==> config.mk <==
export PLATFORM = sky130hd
export DESIGN_NAME = uef_top
export DESIGN_NICKNAME = d
export VERILOG_FILES = /design/src/design/uef_pkg.sv /design/src/design/uef_sync.sv /design/src/design/uef_top.sv
export SDC_FILE = /design/constraint.sdc
export NUM_CORES = 1
export LEC_CHECK = 0
export ABC_AREA = 1
export BUFFER_PORTS_ARGS = -buffer_cell sky130_fd_sc_hd__buf_2
export CELL_PAD_IN_SITES_DETAIL_PLACEMENT = 0
export CELL_PAD_IN_SITES_GLOBAL_PLACEMENT = 1
export CORE_MARGIN = 8
export CORE_UTILIZATION = 35
export DETAILED_ROUTE_END_ITERATION = 7
export PLACE_DENSITY_LB_ADDON = 0.3
export SETUP_SLACK_MARGIN = 0.05
export SLEW_MARGIN = 40
export SYNTH_ARGS = -nofsm -noshare
export SYNTH_HDL_FRONTEND = slang
export SYNTH_SLANG_ARGS = --single-unit
==> constraint.sdc <==
create_clock -name clock -period 1.4 [get_ports clock]
set_input_delay 0.28 -clock clock [delete_from_list [all_inputs] [get_ports clock]]
set_output_delay 0.28 -clock clock [all_outputs]
set_load 0.03 [all_outputs]
==> src/design/uef_pkg.sv <==
package uef_pkg;

   // Register byte offsets: each register has clear, set and invert aliases
   localparam logic [7:0] FLAGS_OFS     = 8'h00;
   localparam logic [7:0] ENABLES_OFS   = 8'h10;
   localparam logic [7:0] CONTROL_OFS   = 8'h20;
   localparam logic [7:0] STATE_OFS     = 8'h30;
   localparam logic [7:0] ALIAS_CLR_OFS = 8'h04;
   localparam logic [7:0] ALIAS_SET_OFS = 8'h08;
   localparam logic [7:0] ALIAS_INV_OFS = 8'h0c;
   localparam logic [7:0] BASE_MASK     = 8'hf0;
   localparam logic [7:0] ALIAS_MASK    = 8'h0c;

   // Event bit positions, shared by the flag and enable registers
   localparam int ID_CHANGE_BIT     = 7;
   localparam int MS_TIMER_BIT      = 6;
   localparam int LINE_STABLE_BIT   = 5;
   localparam int BUS_ACTIVITY_BIT  = 4;
   localparam int SESSION_VALID_BIT = 3;
   localparam int B_SESS_END_BIT    = 2;
   localparam int A_VBUS_VALID_BIT  = 0;

   // Control register: bit 0 arms wake-up on bus activity
   localparam int WAKE_ARM_BIT = 0;

   // Implemented bits; bit 1 and bits 31..8 read zero
   localparam logic [7:0]  EVENT_MASK    = 8'hfd;
   localparam logic [7:0]  CONTROL_MASK  = 8'h01;
   localparam logic [7:0]  EVENT_RESET   = 8'h00;
   localparam logic [7:0]  CONTROL_RESET = 8'h00;
   localparam logic [31:0] READ_ZERO     = 32'h0000_0000;
   localparam logic [23:0] UPPER_ZERO    = 24'h00_0000;

   // Pin vector layout as seen by the synchroniser
   localparam int PIN_COUNT    = 5;
   localparam int PIN_ID       = 0;
   localparam int PIN_DPLUS    = 1;
   localparam int PIN_DMINUS   = 2;
   localparam int PIN_SESS_VLD = 3;
   localparam int PIN_SESS_END = 4;

   // One millisecond at a 100 ns clock
   localparam longint CLK_PERIOD_PS = 100_000;
   localparam longint MS_TIME_PS    = 1_000_000_000;
   localparam int     MS_CYCLES     = int'(MS_TIME_PS / CLK_PERIOD_PS);
   localparam int     MS_CNT_W      = 24;

   // Kind of register write decoded from the alias offset
   typedef enum logic [1:0] {WR_PLAIN, WR_CLEAR, WR_SET, WR_INVERT} uef_wr_kind_t;

endpackage : uef_pkg

==> src/design/uef_sync.sv <==
`timescale 1ns/1ns
// Two-stage synchroniser for asynchronous pin levels
module uef_sync #(
   parameter int WIDTH = 1
) (
   input  wire logic             clock,
   input  wire logic             rst_n,
   input  wire logic [WIDTH-1:0] pinAsync,
   output logic      [WIDTH-1:0] pinSync
);

   logic [WIDTH-1:0] meta_ff;
   logic [WIDTH-1:0] sync_ff;

   // First stage is read only by the second stage
   always_ff @(posedge clock)
   begin
      if (!rst_n)
      begin
         meta_ff <= '0;
         sync_ff <= '0;
      end
      else
      begin
         meta_ff <= pinAsync;
         sync_ff <= meta_ff;
      end
   end

   assign pinSync = sync_ff;

endmodule : uef_sync

==> src/design/uef_top.sv <==
`timescale 1ns/1ns
// What this block does
// - Set ID change flag, bit 7, whenever the synchronised ID pin changes.
// - Set timer flag, bit 6, each time the free-running 1 ms timer expires.
// - Set line flag, bit 5, when line state holds 1 ms and differs from last.
// - Set activity flag, bit 4, when D+, D-, ID or session valid comparator activity wakes device.
// - Set session-valid flag, bit 3, when VBUS drops below session end level.
// - Set B session end flag, bit 2, on any session end comparator change.
// - Set A VBUS flag, bit 0, on any session valid comparator change.
// - Flags set only by hardware; writing one clears, writing zero keeps.
// - Bits 31..8 and bit 1 of both registers read zero, ignore writes.
// - Enable bits 7 and 6 gate ID change and timer events.
// - Enable bits 5 and 4 gate line-state and bus activity events.
// - Enable bits 3, 2 and 0 gate session and VBUS events.
// - Clear, set and invert aliases at offsets 4, 8 and c per register.
module uef_top #(
   parameter int MS_CYCLES = uef_pkg::MS_CYCLES
) (
   input  wire logic        clock,
   input  wire logic        rst_n,
   input  wire logic [7:0]  regAddr,
   input  wire logic [31:0] regWrData,
   input  wire logic        regWrite,
   input  wire logic        regRead,
   output logic      [31:0] regRdData,
   input  wire logic        idPin,
   input  wire logic        dPlusPin,
   input  wire logic        dMinusPin,
   input  wire logic        sessValidCmp,
   input  wire logic        sessEndCmp,
   output logic             otgIrq
);

   // Decode of a byte address into its alias kind
   function automatic uef_pkg::uef_wr_kind_t aliasKind(input logic [7:0] addr);
      logic [7:0] sel;
      sel = addr & uef_pkg::ALIAS_MASK;
      case (sel)
         uef_pkg::ALIAS_CLR_OFS: aliasKind = uef_pkg::WR_CLEAR;
         uef_pkg::ALIAS_SET_OFS: aliasKind = uef_pkg::WR_SET;
         uef_pkg::ALIAS_INV_OFS: aliasKind = uef_pkg::WR_INVERT;
         default:                aliasKind = uef_pkg::WR_PLAIN;
      endcase
   endfunction : aliasKind

   // New value of a plain read/write register after a write of any kind
   function automatic logic [7:0] applyWrite(
      input logic [7:0]            cur,
      input logic [7:0]            data,
      input logic [7:0]            mask,
      input uef_pkg::uef_wr_kind_t kind
   );
      logic [7:0] res;
      res = cur;
      case (kind)
         uef_pkg::WR_PLAIN:  res = data;
         uef_pkg::WR_CLEAR:  res = cur & ~data;
         uef_pkg::WR_SET:    res = cur | data;
         uef_pkg::WR_INVERT: res = cur ^ data;
         default:            res = cur;
      endcase
      applyWrite = res & mask;
   endfunction : applyWrite

   // Bits that software asks to clear in the flag register
   function automatic logic [7:0] flagClears(
      input logic [7:0]            cur,
      input logic [7:0]            data,
      input uef_pkg::uef_wr_kind_t kind
   );
      logic [7:0] res;
      res = 8'h00;
      case (kind)
         uef_pkg::WR_PLAIN:  res = data;
         uef_pkg::WR_CLEAR:  res = data;
         uef_pkg::WR_SET:    res = 8'h00;
         uef_pkg::WR_INVERT: res = data & cur;
         default:            res = 8'h00;
      endcase
      flagClears = res & uef_pkg::EVENT_MASK;
   endfunction : flagClears

   localparam logic [uef_pkg::MS_CNT_W-1:0] MS_LAST =
      uef_pkg::MS_CNT_W'(MS_CYCLES - 1);

   logic [uef_pkg::PIN_COUNT-1:0] pinSync;
   logic [uef_pkg::PIN_COUNT-1:0] pinPrev_ff;
   logic                          pinPrimed_ff;
   logic [1:0]                    primeDly_ff;
   logic [7:0]                    flags_ff;
   logic [7:0]                    nxt_flags;
   logic [7:0]                    enables_ff;
   logic [7:0]                    control_ff;
   logic [31:0]                   rdData_ff;
   logic [31:0]                   nxt_rdData;
   logic                          irq_ff;
   logic [uef_pkg::MS_CNT_W-1:0]  msCnt_ff;
   logic [uef_pkg::MS_CNT_W-1:0]  lineCnt_ff;
   logic [1:0]                    lineStable_ff;
   logic                          lineArmed_ff;
   logic [7:0]                    baseAddr;
   uef_pkg::uef_wr_kind_t         wrKind;
   logic                          wrFlags;
   logic                          wrEnables;
   logic                          wrControl;
   logic [7:0]                    events;
   logic [7:0]                    clears;
   logic [uef_pkg::PIN_COUNT-1:0] pinChange;
   logic [1:0]                    lineNow;
   logic [1:0]                    linePrev;
   logic                          msTick;
   logic                          lineSettled;

   // Every pin is asynchronous to this clock
   uef_sync #(
      .WIDTH (uef_pkg::PIN_COUNT)
   ) u_pin_sync (
      .clock    (clock),
      .rst_n    (rst_n),
      .pinAsync ({sessEndCmp, sessValidCmp, dMinusPin, dPlusPin, idPin}),
      .pinSync  (pinSync)
   );

   // Register address decode
   assign baseAddr  = regAddr & uef_pkg::BASE_MASK;
   assign wrKind    = aliasKind(regAddr);
   assign wrFlags   = regWrite && (baseAddr == uef_pkg::FLAGS_OFS);
   assign wrEnables = regWrite && (baseAddr == uef_pkg::ENABLES_OFS);
   assign wrControl = regWrite && (baseAddr == uef_pkg::CONTROL_OFS);

   // Previous pin levels; change detection waits until both synchroniser
   // stages and this register hold real pin samples, so a pin that is
   // already high when reset ends does not look like a change
   always_ff @(posedge clock)
   begin
      if (!rst_n)
      begin
         pinPrev_ff   <= '0;
         primeDly_ff  <= '0;
         pinPrimed_ff <= 1'b0;
      end
      else
      begin
         pinPrev_ff   <= pinSync;
         primeDly_ff  <= {primeDly_ff[0], 1'b1};
         pinPrimed_ff <= primeDly_ff[1];
      end
   end

   assign pinChange = pinPrimed_ff ? (pinSync ^ pinPrev_ff) : '0;
   assign lineNow   = {pinSync[uef_pkg::PIN_DPLUS], pinSync[uef_pkg::PIN_DMINUS]};
   assign linePrev  = {pinPrev_ff[uef_pkg::PIN_DPLUS], pinPrev_ff[uef_pkg::PIN_DMINUS]};

   // Free-running 1 ms timer; expiry is a one-cycle tick
   always_ff @(posedge clock)
   begin
      if (!rst_n)
      begin
         msCnt_ff <= '0;
      end
      else if (msCnt_ff == MS_LAST)
      begin
         msCnt_ff <= '0;
      end
      else
      begin
         msCnt_ff <= msCnt_ff + 1'b1;
      end
   end

   assign msTick = (msCnt_ff == MS_LAST);

   // Line state stability: count restarts on any D+ or D- change; once the
   // count reaches 1 ms the state counts as stable exactly once
   always_ff @(posedge clock)
   begin
      if (!rst_n)
      begin
         lineCnt_ff   <= '0;
         lineArmed_ff <= 1'b0;
      end
      else if (!pinPrimed_ff || (lineNow != linePrev))
      begin
         lineCnt_ff   <= '0;
         lineArmed_ff <= 1'b1;
      end
      else if (lineSettled)
      begin
         lineCnt_ff   <= '0;
         lineArmed_ff <= 1'b0;
      end
      else if (lineArmed_ff)
      begin
         lineCnt_ff <= lineCnt_ff + 1'b1;
      end
   end

   assign lineSettled = lineArmed_ff && (lineCnt_ff == MS_LAST) && (lineNow == linePrev);

   // Last recorded stable line state, compared with each new stable state
   always_ff @(posedge clock)
   begin
      if (!rst_n)
      begin
         lineStable_ff <= 2'b00;
      end
      else if (lineSettled)
      begin
         lineStable_ff <= lineNow;
      end
   end

   // Hardware events, one cycle each
   always_comb
   begin
      events = 8'h00;
      events[uef_pkg::ID_CHANGE_BIT] = pinChange[uef_pkg::PIN_ID];
      events[uef_pkg::MS_TIMER_BIT] = msTick;
      events[uef_pkg::LINE_STABLE_BIT] =
         lineSettled && (lineNow != lineStable_ff);
      // Wake-up only counts while software has armed it for low power
      events[uef_pkg::BUS_ACTIVITY_BIT] =
         control_ff[uef_pkg::WAKE_ARM_BIT] &&
         (pinChange[uef_pkg::PIN_ID] || pinChange[uef_pkg::PIN_DPLUS] ||
          pinChange[uef_pkg::PIN_DMINUS] ||
          pinChange[uef_pkg::PIN_SESS_VLD]);
      // Comparator high means VBUS is below the session end level
      events[uef_pkg::SESSION_VALID_BIT] =
         pinChange[uef_pkg::PIN_SESS_END] && pinSync[uef_pkg::PIN_SESS_END];
      events[uef_pkg::B_SESS_END_BIT] = pinChange[uef_pkg::PIN_SESS_END];
      events[uef_pkg::A_VBUS_VALID_BIT] = pinChange[uef_pkg::PIN_SESS_VLD];
   end

   // Software clears; a set alias never raises a flag, invert only lowers
   assign clears = wrFlags ? flagClears(flags_ff, regWrData[7:0], wrKind) : 8'h00;

   // An event in the same cycle as its clear keeps the flag set
   assign nxt_flags = ((flags_ff & ~clears) | events) & uef_pkg::EVENT_MASK;

   // Sticky event flags
   always_ff @(posedge clock)
   begin
      if (!rst_n)
      begin
         flags_ff <= uef_pkg::EVENT_RESET;
      end
      else
      begin
         flags_ff <= nxt_flags;
      end
   end

   // Enable register with its aliases; bit 1 is not stored
   always_ff @(posedge clock)
   begin
      if (!rst_n)
      begin
         enables_ff <= uef_pkg::EVENT_RESET;
      end
      else if (wrEnables)
      begin
         enables_ff <= applyWrite(enables_ff, regWrData[7:0],
                                  uef_pkg::EVENT_MASK, wrKind);
      end
   end

   // Control register with its aliases
   always_ff @(posedge clock)
   begin
      if (!rst_n)
      begin
         control_ff <= uef_pkg::CONTROL_RESET;
      end
      else if (wrControl)
      begin
         control_ff <= applyWrite(control_ff, regWrData[7:0],
                                  uef_pkg::CONTROL_MASK, wrKind);
      end
   end

   // Read mux; aliases read the same value as their base register, and any
   // unmapped address reads zero
   always_comb
   begin
      nxt_rdData = uef_pkg::READ_ZERO;
      case (baseAddr)
         uef_pkg::FLAGS_OFS:   nxt_rdData = {uef_pkg::UPPER_ZERO, flags_ff};
         uef_pkg::ENABLES_OFS: nxt_rdData = {uef_pkg::UPPER_ZERO, enables_ff};
         uef_pkg::CONTROL_OFS: nxt_rdData = {uef_pkg::UPPER_ZERO, control_ff};
         uef_pkg::STATE_OFS:
            nxt_rdData = {uef_pkg::UPPER_ZERO, 1'b0, lineStable_ff, pinSync};
         default:              nxt_rdData = uef_pkg::READ_ZERO;
      endcase
   end

   // Read data stand only in the cycle after the read strobe
   always_ff @(posedge clock)
   begin
      if (!rst_n)
      begin
         rdData_ff <= uef_pkg::READ_ZERO;
      end
      else if (regRead)
      begin
         rdData_ff <= nxt_rdData;
      end
      else
      begin
         rdData_ff <= uef_pkg::READ_ZERO;
      end
   end

   // Interrupt request; registered, so it trails the flag by one cycle
   always_ff @(posedge clock)
   begin
      if (!rst_n)
      begin
         irq_ff <= 1'b0;
      end
      else
      begin
         irq_ff <= |(flags_ff & enables_ff);
      end
   end

   assign regRdData = rdData_ff;
   assign otgIrq    = irq_ff;

endmodule : uef_top

-- After elaboration in Yosys (flattened, before gate mapping)
Index checks and enable logic that the tools add are counted.
- flip-flop bits (word level): 118
- word-level logic and storage cells: 77
- $add $sub $neg: 2
- equal/unequal tests: 14
- muxes and demuxes: 10
- bitwise gates (word level): 14
- reductions and logical operators: 21
- operators by type and width (operator ; number):
    case mux 8 bit (4 select lines) ; 2
    adder 24 x 1 -> 24 bit (second input constant) ; 2
    equality test 24 x 14 -> 1 bit (second input constant) ; 2
    AND 8 bit ; 4
    case mux 8 bit (3 select lines) ; 1
    NOT 8 bit ; 2
    bitwise OR 8 bit ; 2
    equality test 2 bit (second input constant) ; 4
    equality test 4 x 2 -> 1 bit (second input constant) ; 2
    logical AND 1 bit ; 8
    logical NOT 8 bit ; 1
    2-to-1 mux 8 bit ; 1
    OR reduction 8 bit ; 1
    bitwise XOR 8 bit ; 1
    case mux 2 bit (3 select lines) ; 1
    2-to-1 mux 5 bit ; 1
    bitwise XOR 5 bit ; 1
    equality test 2 x 1 -> 1 bit (second input constant) ; 2
    equality test 4 x 1 -> 1 bit (second input constant) ; 1
    logical OR 1 bit ; 4
    inequality test 2 bit ; 2
    case mux 1 bit (4 select lines) ; 1
    OR reduction 2 bit ; 2
    2-to-1 mux 1 bit ; 3
    other kinds (10) ; 10

-- Logic depth before layout (Yosys ltp)
Gate-level depths: netlist of the first run.
- word-level depth: 9
- depth in mapped cells: 10
- gate-level depth less buffers: 10

-- Hierarchy
From an unflattened synthesis of the first run, not the netlist that was laid out.
- cells, all modules: 734
- area, all modules: 4977.3 um^2
- by module, submodules not included (module ; instances ; cells an instance ; area each (um^2)):
    uef_top ; 1 ; 703 ; 4690.7
    uef_sync ; 1 ; 31 ; 286.5

-- Least setup slack after synthesis of the first run
No wires, ideal clock.
- kind: register to register
- start point: register lineCnt_ff[0] in the netlist's numbering
- end point: register lineCnt_ff[12] in the netlist's numbering
- library setup time: 115 ps
- arrival: 1273 ps
- required time: 1285 ps
- setup slack: 13 ps
- cell stages (with the launch flop): 10
- buffers on the path: 1
- cell sequence: dfxtp_1 ha_1 nand2_1 nor2_1 nand2_1 nor2_1 nand2_2 nand3_4 buf_8 nor2_2
- cells in the longest elaborated chain, start to end: 4
- elaborated cells between the ends (all ways): 5
- classes of those cells: 1 x add/sub; 1 x eq/ne; 3 x reduce/logical
- RTL lines (item ; line ; source):
    from (decl) ; uef_top.sv:98 ; logic [uef_pkg::MS_CNT_W-1:0] lineCnt_ff;
    from (signal assigned) ; uef_top.sv:194 ; lineCnt_ff <= lineCnt_ff + 1'b1;
    branches (longest 4 deep; another with adder 24 x 1 -> 24 bit) ; -- ;
Several ways; the timed one is not identified.
A chain may end at the register's enable or synchronous reset.

-- Final worst setup path of the first run
- start point: register lineCnt_ff[1] in the netlist's numbering
- end point: register lineCnt_ff[14] in the netlist's numbering
The elaborated chain is that of the path after synthesis.

==> results of run 1 <==
## metal layers
metal,vias up,GRT usage
met5,-,0
met4,0,0.0531
met3,13,0.0322
met1,2089,0.171
li1,2387,-
met2,82,0.224
## final cells by class
class                           count  area [µm²]
Tap cell                          184         230
Clock inverter                      6        70.1
Inverter                          101         379
Fill cell                        1446        7730
Multi-Input combinational cell    502        2980
Sequential cell                    93        1910
Clock buffer                       10         239
Timing Repair Buffer               96         778
## cells in the mapped netlist, drive strengths merged (5+ instances only)
master	count	area [µm²]
nand2	159	614
nor2	107	512
inv	101	379
dfxtp	93	1860
nand3	56	313
a21oi	51	267
buf	34	270
o21ai	23	115
ha	18	225
xor2	17	149
nand4	13	81.3
nor3	10	71.3
xnor2	8	70.1
o221ai	5	43.8
## final timing paths
kind | startpoint | slack (ps) | endpoint
setup / recovery | lineCnt_ff[1]$_SDFFE_PP0P_ | -3 | lineCnt_ff[14]$_SDFFE_PP0P_
hold / removal | sessEndCmp | 110 | u_pin_sync.meta_ff[4]$_SDFF_PN0_
setup reg to reg | lineCnt_ff[1]$_SDFFE_PP0P_ | -3 | lineCnt_ff[14]$_SDFFE_PP0P_
hold reg to reg | primeDly_ff[0]$_DFF_P_ | 410 | primeDly_ff[1]$_SDFF_PN0_
## logic make-up (layout without fill, tap and decap cells)
logic type,after synthesis,after routing,share of synthesized area
xor+xnor,25,25,0.0433
fa+ha+maj,18,18,0.0445
flops,93,93,0.368
compound gates,86,86,0.0930
simple gates,349,349,0.319
other cells,1,24,0.000741
buf+inv,139,213,0.131
## registers in the layout (all words and copies together), names as in the netlist, 2 cells and up
register / flops
u_pin_sync.meta_ff: 5
regRdData: 8
lineCnt_ff: 24
pinPrev_ff: 5
enables_ff: 7
lineStable_ff: 2
flags_ff: 7
msCnt_ff: 24
primeDly_ff: 2
u_pin_sync.pinSync: 5
## through the flow
stage | setup slack (ps) | area [µm²] | TNS [ps] | cells | hold WS (ps)
final | -2.54 | 6580 | -3.55 | 992 | 114
after global routing | -91.8 | 6580 | -2310 | 992 | 111
after CTS | -18.8 | 6220 | -90.3 | 985 | 97.2
after detailed placement | -78.8 | 5710 | -1490 | 963 | 398
after global placement | -80.3 | 5710 | -669 | 963 | 401
after floorplan | 54.3 | 5150 | 0 | 734 | 308
## repair_timing
item	CTS	global route
pin swaps	14	26
cloned	1	2
setup endpoints to repair	50	54
resized for setup	41	84
buffers inserted	5	6
## power breakdown
group / internal (mW) / switching (mW) / leakage (nW) / total (mW)
sequential: 2.67 / 0.0315 / 0.766 / 2.71
clock: 1.45 / 1.06 / 0.153 / 2.50
combinational: 0.161 / 0.296 / 1.83 / 0.457
## critical path: stages, from the launching register on
cell and delay (ps):
sky130_fd_sc_hd__dfxtp_4 370, sky130_fd_sc_hd__ha_4 150, sky130_fd_sc_hd__nand2_2 50, sky130_fd_sc_hd__nor2_2 80
sky130_fd_sc_hd__nand2_2 80, sky130_fd_sc_hd__nor2_4 120, sky130_fd_sc_hd__nand2_2 90, sky130_fd_sc_hd__nand3_4 140
sky130_fd_sc_hd__clkbuf_16 170, sky130_fd_sc_hd__nor2_2 40
==> flow_summary.json, run 1 <==
{
  "result_of_the_run": "finished, violations left",
  "violated_checks": "setup timing",
  "synth_enable_flop_cells": 0,
  "floorplan.die.width_um": 136,
  "final_min_period_over_clock_period": 1.00,
  "pwr_per_cell_area_nw_per_um2": 861,
  "setup_slack_ps": -2.54,
  "fin_skew_ps": 10.2,
  "detailed_placement_hpwl_um": 9250,
  "maxUsedRoutingLayer": "met4",
  "vdd.ir_drop.worst_mv": 0.799,
  "cts_max_path_buffers": 2,
  "grt_antenna_before_repair": 0,
  "power_mw": 5.66,
  "detail_route.wirelength.met1_um": 5670,
  "rr_worst_depth": 9,
  "core_area_um2": 14300,
  "cts_tree": "done",
  "via_count_of_the_first_global_routing_pass": 4467,
  "first_drt_iteration_drcs": 220,
  "synth_async_sr_flop_share": 0,
  "via_density": 4.61,
  "worst_ep_arrival_time_ps": 1630,
  "routed-wl-met2_um": 6000,
  "synth_sequential_area_ratio": 0.368,
  "ys.warnings.count": 0,
  "initial_core_util": 0.354,
  "synth_cell_types": 34,
  "max_cap_violations": 0,
  "cts-buffers-inserted": 9,
  "io-pin-count": 82,
  "leading_cell_type_in_the_layout_fill_and_taps_excluded": "sky130_fd_sc_hd__nand2_1",
  "dominantRegCellSynth": "sky130_fd_sc_hd__dfxtp_1",
  "rsz_0062_raised_after_global_routing": "true",
  "cp-start-kind": "flop",
  "remaining_drc_errors": 0,
  "timing.critical_path.required_ps": 1630,
  "ctsHoldBuffers": 0,
  "average_wire_per_cell_in_the_routed_design_um": 12.6,
  "layout_common_cells": "sky130_fd_sc_hd__nand2_1, sky130_fd_sc_hd__inv_1, sky130_fd_sc_hd__dfxtp_1",
  "first_pass_grt_wire_length_um": 20600,
  "antenna_left": 0,
  "final_layout_size_suffix_gt1_frac": 0.312,
  "grt-ovfl-total": 0,
  "placement.io_buffers": 30,
  "min_period_ps": 1400,
  "clock_sink_count": 93,
  "drt-total-wl_um": 12500,
  "final_estimated_routing_congestion_in_global_placement": 0.789,
  "clockRootBuffer": "sky130_fd_sc_hd__clkbuf_16",
  "setup-violations-final": 2,
  "synthesis.instances": 711,
  "die-area_um2": 18600,
  "globalRouteTotalUtil": 0.137,
  "worst_slew_margin_rel": 0.659,
  "syn_area_cell_um2": 7.12,
  "synthToLayoutAreaGrowth_pct": 30.0,
  "p_leak_nw": 2.75,
  "num-nets-final": 870,
  "worst-path-max-fanout": 4,
  "met3RoutedLength_um": 628,
  "antenna_cells_inserted": 0,
  "drv_slew": 0,
  "postLayoutCoreUtil": 0.460,
  "final-hold-violation-count": 0,
  "die_h_um": 136,
  "path_class": "flop to flop",
  "flops_latches_synth": 93,
  "row_count": 44,
  "nature_of_the_critical_path_endpoint": "flop",
  "htree_num_levels": 3,
  "maxClockFrequency_mhz": 713,
  "netlist_area_um2": 5060,
  "worst_hold_path_type": "input port to flop",
  "worst_slew_pin_slew_ps": 510,
  "cts.clk_slew.worst_paths_ps": 70,
  "grt_max_degree": 24,
  "detailroute.via_count": 4571,
  "hold_path_depth": 3,
  "insertion_delay_ps": 340,
  "drt_pre_antenna_iters": 4
}
No activity file was read; power rests on OpenSTA's default activity.
==> inputs of run 2 (changes only) <==
ABC_AREA = unset   (was 1)
SLEW_MARGIN = 20   (was 40)
==> flow_summary.json, run 2 <==
{
  "leading_cell_type_in_the_layout_fill_and_taps_excluded": "sky130_fd_sc_hd__buf_4",
  "hold_path_depth": 2,
  "globalRouteTotalUtil": 0.142,
  "grt_max_degree": 27,
  "synth_top_cells_by_area": "sky130_fd_sc_hd__dfxtp_1, sky130_fd_sc_hd__ha_1, sky130_fd_sc_hd__nor2_1, sky130_fd_sc_hd__buf_4, sky130_fd_sc_hd__mux2i_1",
  "final-hold-violation-count": 0,
  "synth_cell_count_leaders": "sky130_fd_sc_hd__dfxtp_1, sky130_fd_sc_hd__nor2_1, sky130_fd_sc_hd__inv_1, sky130_fd_sc_hd__a21oi_1, sky130_fd_sc_hd__buf_4",
  "netlist_area_um2": 4510,
  "fill_cell_count": 1156,
  "insertion_delay_ps": 350,
  "timing.hold.worst.start": "sessEndCmp",
  "synthToLayoutAreaGrowth_pct": 45.4,
  "cts.clk_slew.worst_paths_ps": 70,
  "numPlacedInstances": 787,
  "io-pin-count": 82,
  "final_layout_size_suffix_gt1_frac": 0.450,
  "path_class": "flop to flop",
  "ctsHoldBuffers": 0,
  "p_leak_nw": 2.61,
  "remaining_drc_errors": 0,
  "final_estimated_routing_congestion_in_global_placement": 0.836,
  "post-synth-top-count-cell": "sky130_fd_sc_hd__dfxtp_1",
  "pwr_per_cell_area_nw_per_um2": 845,
  "result_of_the_run": "finished, violations left",
  "final_min_period_over_clock_period": 1.22,
  "placement.io_buffers": 30,
  "core_area_um2": 12600,
  "synth_sequential_area_ratio": 0.413,
  "synth.largest_area_cell": "sky130_fd_sc_hd__dfxtp_1",
  "min_period_ps": 1710,
  "fin_skew_ps": 8.34,
  "max_cap_violations": 0,
  "timing.hold.ws_ps": 139,
  "htree_num_levels": 3,
  "row_count": 41,
  "setup_slack_ps": -312,
  "setup-tns-final_ps": -12170,
  "clockRootBuffer": "sky130_fd_sc_hd__clkbuf_16",
  "crit-reg2reg-launch": "msCnt_ff[19]$_SDFF_PP0_",
  "vdd.ir_drop.worst_mv": 0.935,
  "via_density": 4.76,
  "drt_pre_antenna_iters": 5,
  "grt_antenna_before_repair": 0,
  "whs_endpoint": "u_pin_sync.meta_ff[4]$_SDFF_PN0_",
  "via_count_of_the_first_global_routing_pass": 4072,
  "postLayoutCoreUtil": 0.520,
  "rr_worst_depth": 5,
  "violated_checks": "setup timing",
  "nature_of_the_critical_path_endpoint": "flop",
  "first_drt_iteration_drcs": 166,
  "layout.cells.non_filler": 827,
  "drv_slew": 0,
  "synthesis.instances": 498,
  "synth_cell_types": 45,
  "worst_r2r_endpoint": "msCnt_ff[1]$_SDFF_PP0_",
  "dominantRegCellSynth": "sky130_fd_sc_hd__dfxtp_1",
  "cts_max_path_buffers": 2,
  "setup-violations-final": 51,
  "maxUsedRoutingLayer": "met4",
  "maxClockFrequency_mhz": 584,
  "grt-ovfl-total": 0,
  "clock_sink_count": 93,
  "area.sequential_um2": 1920,
  "antenna_left": 0,
  "worst_ep_arrival_time_ps": 1960,
  "layout_common_cells": "sky130_fd_sc_hd__buf_4, sky130_fd_sc_hd__dfxtp_1, sky130_fd_sc_hd__nor2_1",
  "initial_core_util": 0.357,
  "num-nets-final": 717,
  "synth.top_cell.area_share": 0.413,
  "area_taken_by_multi_input_logic_gates_um2": 2770,
  "detail_route.wirelength.met1_um": 5300,
  "drt-total-wl_um": 11400,
  "timing.critical_path.required_ps": 1650,
  "antenna_cells_inserted": 0,
  "worst_hold_path_type": "input port to flop",
  "met3RoutedLength_um": 424,
  "floorplan.die.width_um": 130,
  "average_wire_per_cell_in_the_routed_design_um": 13.8,
  "synth_async_sr_flop_share": 0,
  "syn_area_cell_um2": 9.05,
  "post_placement_worst_setup_slack_ps": -312,
  "cp-start-kind": "flop",
  "cts_tree": "done",
  "die_h_um": 130,
  "flop_to_flop_setup_slack_ps": -310,
  "die-area_um2": 16800,
  "flops_latches_synth": 93,
  "ys.warnings.count": 0,
  "detailed_placement_hpwl_um": 8300,
  "first_pass_grt_wire_length_um": 19100,
  "detailroute.via_count": 3934,
  "cts-buffers-inserted": 9,
  "rsz_0062_raised_after_global_routing": "true",
  "synth_enable_flop_cells": 0,
  "routed-wl-met2_um": 5530,
  "worst-path-max-fanout": 4
}
## run 2: worst max path at each step
stage                                  startpoint                       to  slack, ps
after detailed placement  msCnt_ff[13]$_SDFF_PP0_  msCnt_ff[23]$_SDFF_PP0_       -310
after global routing      msCnt_ff[19]$_SDFF_PP0_  msCnt_ff[17]$_SDFF_PP0_       -420
after CTS                 msCnt_ff[13]$_SDFF_PP0_  msCnt_ff[18]$_SDFF_PP0_       -310
after floorplan           msCnt_ff[22]$_SDFF_PP0_   msCnt_ff[1]$_SDFF_PP0_       -230
after global placement    msCnt_ff[17]$_SDFF_PP0_  msCnt_ff[22]$_SDFF_PP0_       -310
final                     msCnt_ff[19]$_SDFF_PP0_   msCnt_ff[1]$_SDFF_PP0_       -310
## run 2: critical path, stage by stage, from the launching register on
cell and delay (ps):
sky130_fd_sc_hd__dfxtp_2 340, sky130_fd_sc_hd__nor4_4 250, sky130_fd_sc_hd__nand3b_1 130, sky130_fd_sc_hd__buf_4 150, sky130_fd_sc_hd__or4_4 540, sky130_fd_sc_hd__and3_4 190
## run 2: cell families (layout without fill, tap and decap cells)
kind of cell               Yosys count  in the layout  synth area share
DFF                                 93             93             0.413
xor gates and xnor gates            35             35            0.0680
AOI/OAI and AO/OA                   68             68            0.0921
other                                1             24          0.000832
buffers and inverters               76            210            0.0860
and+or+nand+nor                    182            182             0.215
adders and majority gates           18             18            0.0499
muxes                               25             25            0.0752
## run 2: report_power, final
part	switching, mW	leakage [nW]	internal [mW]	total [mW]
Sequential	0.0272	0.772	2.67	2.70
Clock	1.07	0.133	1.26	2.33
Combinational	0.291	1.71	0.217	0.508
## run 2: repair_timing
| action | in CTS | in global routing |
|---|---|---|
| buffers inserted | 18 | 5 |
| pin swaps | 37 | 25 |
| setup endpoints to repair | 60 | 61 |
| cloned | 3 | 0 |
| resized for setup | 70 | 29 |
## run 2: final cells by class
| class | instances | area share |
|---|---|---|
| inverters | 32 | 0.0183 |
| repair buffers | 162 | 0.191 |
| clock inverters | 6 | 0.00687 |
| multi-input cells | 352 | 0.422 |
| clock buffers | 10 | 0.0364 |
| flip-flops and latches | 93 | 0.293 |
| well taps | 172 | 0.0328 |
## run 2: per-stage QoR
stage                     total power [mW]  area [µm²]
after floorplan                       3.11        4810
after global placement                3.20        5690
after detailed placement              3.21        5690
after CTS                             5.60        6410
after global routing                  5.76        6560
final                                 5.54        6560
## run 2: routing by layer
layer  vias up  track usage
met5         -            0
met4         0       0.0451
met3        11       0.0349
met2        66        0.240
met1      1874        0.173
li1       1983            -
==> inputs of run 3 (changes only) <==
SYNTH_HIERARCHICAL = 1   (was unset)
==> flow_summary.json, run 3 <==
{
  "result_of_the_run": "finished, violations left",
  "violated_checks": "setup timing",
  "synth_sequential_area_ratio": 0.415,
  "synthToLayoutAreaGrowth_pct": 42.5,
  "htree_num_levels": 3,
  "final_layout_size_suffix_gt1_frac": 0.433,
  "clock_sink_count": 93,
  "synth_enable_flop_cells": 0,
  "worst_slew_pin_slew_ps": 507,
  "switching_share": 0.249,
  "synth_cell_count_leaders": "sky130_fd_sc_hd__dfxtp_1, sky130_fd_sc_hd__nor2_1, sky130_fd_sc_hd__nand2_1, sky130_fd_sc_hd__inv_1",
  "leading_cell_type_in_the_layout_fill_and_taps_excluded": "sky130_fd_sc_hd__buf_4",
  "antenna_left": 0,
  "cp-start-kind": "flop",
  "nature_of_the_critical_path_endpoint": "flop",
  "cts_tree": "done",
  "synth_top_cells_by_area": "sky130_fd_sc_hd__dfxtp_1, sky130_fd_sc_hd__nor2_1, sky130_fd_sc_hd__xnor2_1, sky130_fd_sc_hd__xor2_1, sky130_fd_sc_hd__ha_1",
  "postLayoutCoreUtil": 0.509,
  "fill_cell_count": 1205,
  "setup-tns-final_ps": -9360,
  "timing.critical_path.required_ps": 1640,
  "cts_max_path_buffers": 2,
  "grt_antenna_before_repair": 0,
  "cts.clk_slew.worst_paths_ps": 60,
  "worst_slew_margin_rel": 0.662,
  "rr_worst_depth": 6,
  "dominantRegCellSynth": "sky130_fd_sc_hd__dfxtp_1",
  "remaining_drc_errors": 0,
  "floorplan.die.width_um": 129,
  "p_leak_nw": 2.63,
  "whs_endpoint": "u_pin_sync/meta_ff[3]$_SDFF_PN0_",
  "pwr_per_cell_area_nw_per_um2": 849,
  "fraction_of_power_consumed_by_the_clock_network": 0.411,
  "layout_common_cells": "sky130_fd_sc_hd__buf_4, sky130_fd_sc_hd__dfxtp_1, sky130_fd_sc_hd__nor2_1",
  "power.net_switching_mw": 1.35,
  "average_wire_per_cell_in_the_routed_design_um": 13.3,
  "worst-path-max-fanout": 8,
  "min_period_ps": 1630,
  "crit-reg2reg-launch": "lineCnt_ff[7]$_SDFFE_PP0P_",
  "io-pin-count": 82,
  "synth.top_cell.area_share": 0.415,
  "worst_r2r_endpoint": "lineCnt_ff[2]$_SDFFE_PP0P_",
  "detailroute.via_count": 3770,
  "die-area_um2": 16700,
  "syn_area_cell_um2": 8.98,
  "final-hold-violation-count": 0,
  "power.internal_mw": 4.08,
  "via_density": 4.60,
  "drt-total-wl_um": 10900,
  "first_drt_iteration_drcs": 139,
  "worst_ep_arrival_time_ps": 1870,
  "path_class": "flop to flop",
  "num-nets-final": 709,
  "flop_to_flop_setup_slack_ps": -230,
  "final_design_area_no_fill_um2": 6400,
  "drt_pre_antenna_iters": 4,
  "grt_max_degree": 18,
  "synthesis.instances": 500,
  "setup_slack_ps": -230,
  "initial_core_util": 0.357,
  "core_area_um2": 12600,
  "globalRouteTotalUtil": 0.135,
  "post-synth-top-count-cell": "sky130_fd_sc_hd__dfxtp_1",
  "cts-buffers-inserted": 9,
  "flops_latches_synth": 93,
  "detailed_placement_hpwl_um": 7680,
  "worst_hold_path_type": "input port to flop",
  "final_estimated_routing_congestion_in_global_placement": 0.773,
  "grt-ovfl-total": 0,
  "max_cap_violations": 0,
  "setup-violations-final": 53,
  "clockRootBuffer": "sky130_fd_sc_hd__clkbuf_16",
  "maxClockFrequency_mhz": 613,
  "hold_path_depth": 2,
  "dpl_cell_area_um2": 5540,
  "rsz_0062_raised_after_global_routing": "true",
  "antenna_cells_inserted": 0,
  "drv_slew": 0,
  "die_h_um": 129,
  "placement.io_buffers": 30,
  "via_count_of_the_first_global_routing_pass": 3780,
  "row_count": 41,
  "p_seq_frac": 0.498,
  "netlist_area_um2": 4490,
  "first_pass_grt_wire_length_um": 17900,
  "synth.largest_area_cell": "sky130_fd_sc_hd__dfxtp_1",
  "combPwrFrac": 0.091,
  "ys.warnings.count": 6,
  "synth_async_sr_flop_share": 0,
  "vdd.ir_drop.worst_mv": 0.489,
  "final_min_period_over_clock_period": 1.16,
  "timing.hold.ws_ps": 141,
  "fin_skew_ps": 5.34,
  "synth_cell_types": 46,
  "timing.hold.worst.start": "sessValidCmp",
  "insertion_delay_ps": 350
}
[run 3: power by group through the flow]
stage | clock network [mW] | registers, mW | logic [mW]
final | 2.23 | 2.70 | 0.496
after global routing | 2.41 | 2.70 | 0.546
after CTS | 2.30 | 2.71 | 0.463
after detailed placement | 0 | 2.77 | 0.438
after global placement | 0 | 2.77 | 0.428
after floorplan | 0 | 2.77 | 0.328
[run 3: repair_timing]
item                                   4_1_cts  5_1_grt
resized for setup                           57       57
hold buffers                                 0        0
pin swaps                                   24       35
setup endpoints to repair                   60       62
cloned                                       3        1
buffers inserted                            11        1
endpoints found under the hold margin        0        0
[run 3: cell type report]
| class | instances | area, µm² | share of cell area |
|---|---|---|---|
| inverter | 29 | 109 | 0.0170 |
| timing repair buffer | 143 | 1080 | 0.169 |
| clock buffer | 10 | 229 | 0.0358 |
| clock inverter | 6 | 37.5 | 0.00587 |
| multi-input combinational | 366 | 2830 | 0.443 |
| sequential | 93 | 1900 | 0.296 |
| tap | 172 | 215 | 0.0336 |
[run 3: per-layer routing]
| metal | vias up | wire length, µm | track usage | share of wire |
|---|---|---|---|---|
| met5 | - | 0 | 0 | 0 |
| met3 | 17 | 616 | 0.0378 | 0.057 |
| met4 | 0 | 174 | 0.0504 | 0.016 |
| met1 | 1769 | 5000 | 0.167 | 0.46 |
| met2 | 62 | 5060 | 0.220 | 0.47 |
| li1 | 1922 | - | - | - |
[run 3: cells by family after synthesis]
family	Yosys count	share of synthesized area
AO/OA/AOI/OAI	37	0.0488
XOR/XNOR	52	0.101
adder cells (fa/ha/maj)	18	0.0502
buffers and inverters	67	0.0827
flip-flops	93	0.415
multiplexers	17	0.0574
other	1	0.000835
AND/OR/NAND/NOR	215	0.244
[run 3: through the flow]
step / power [mW] / setup slack, ps / cells
final: 5.43 / -230 / 819
after floorplan: 3.10 / -142 / 523
after global routing: 5.66 / -303 / 819
after detailed placement: 3.21 / -329 / 787
after global placement: 3.19 / -231 / 787
after CTS: 5.47 / -221 / 817
[run 3: worst max-delay path, stage by stage, from the launching register on]
cell	delay [ps]
sky130_fd_sc_hd__dfxtp_2	320
sky130_fd_sc_hd__or4b_4	540
sky130_fd_sc_hd__nor3_4	190
sky130_fd_sc_hd__nand3_4	110
sky130_fd_sc_hd__nand4_4	150
sky130_fd_sc_hd__clkbuf_16	170
sky130_fd_sc_hd__nor2_1	40
[run 3: worst max-delay path by stage]
stage | to | slack (ps) | startpoint
after floorplan | flags_ff[2]$_SDFF_PN0_ | -140 | regAddr[5]
after global placement | flags_ff[2]$_SDFF_PN0_ | -230 | regAddr[5]
after detailed placement | msCnt_ff[5]$_SDFF_PP0_ | -330 | msCnt_ff[18]$_SDFF_PP0_
after CTS | lineCnt_ff[14]$_SDFFE_PP0P_ | -220 | lineCnt_ff[1]$_SDFFE_PP0P_
after global routing | lineCnt_ff[10]$_SDFFE_PP0P_ | -300 | lineCnt_ff[7]$_SDFFE_PP0P_
final | lineCnt_ff[2]$_SDFFE_PP0P_ | -230 | lineCnt_ff[7]$_SDFFE_PP0P_
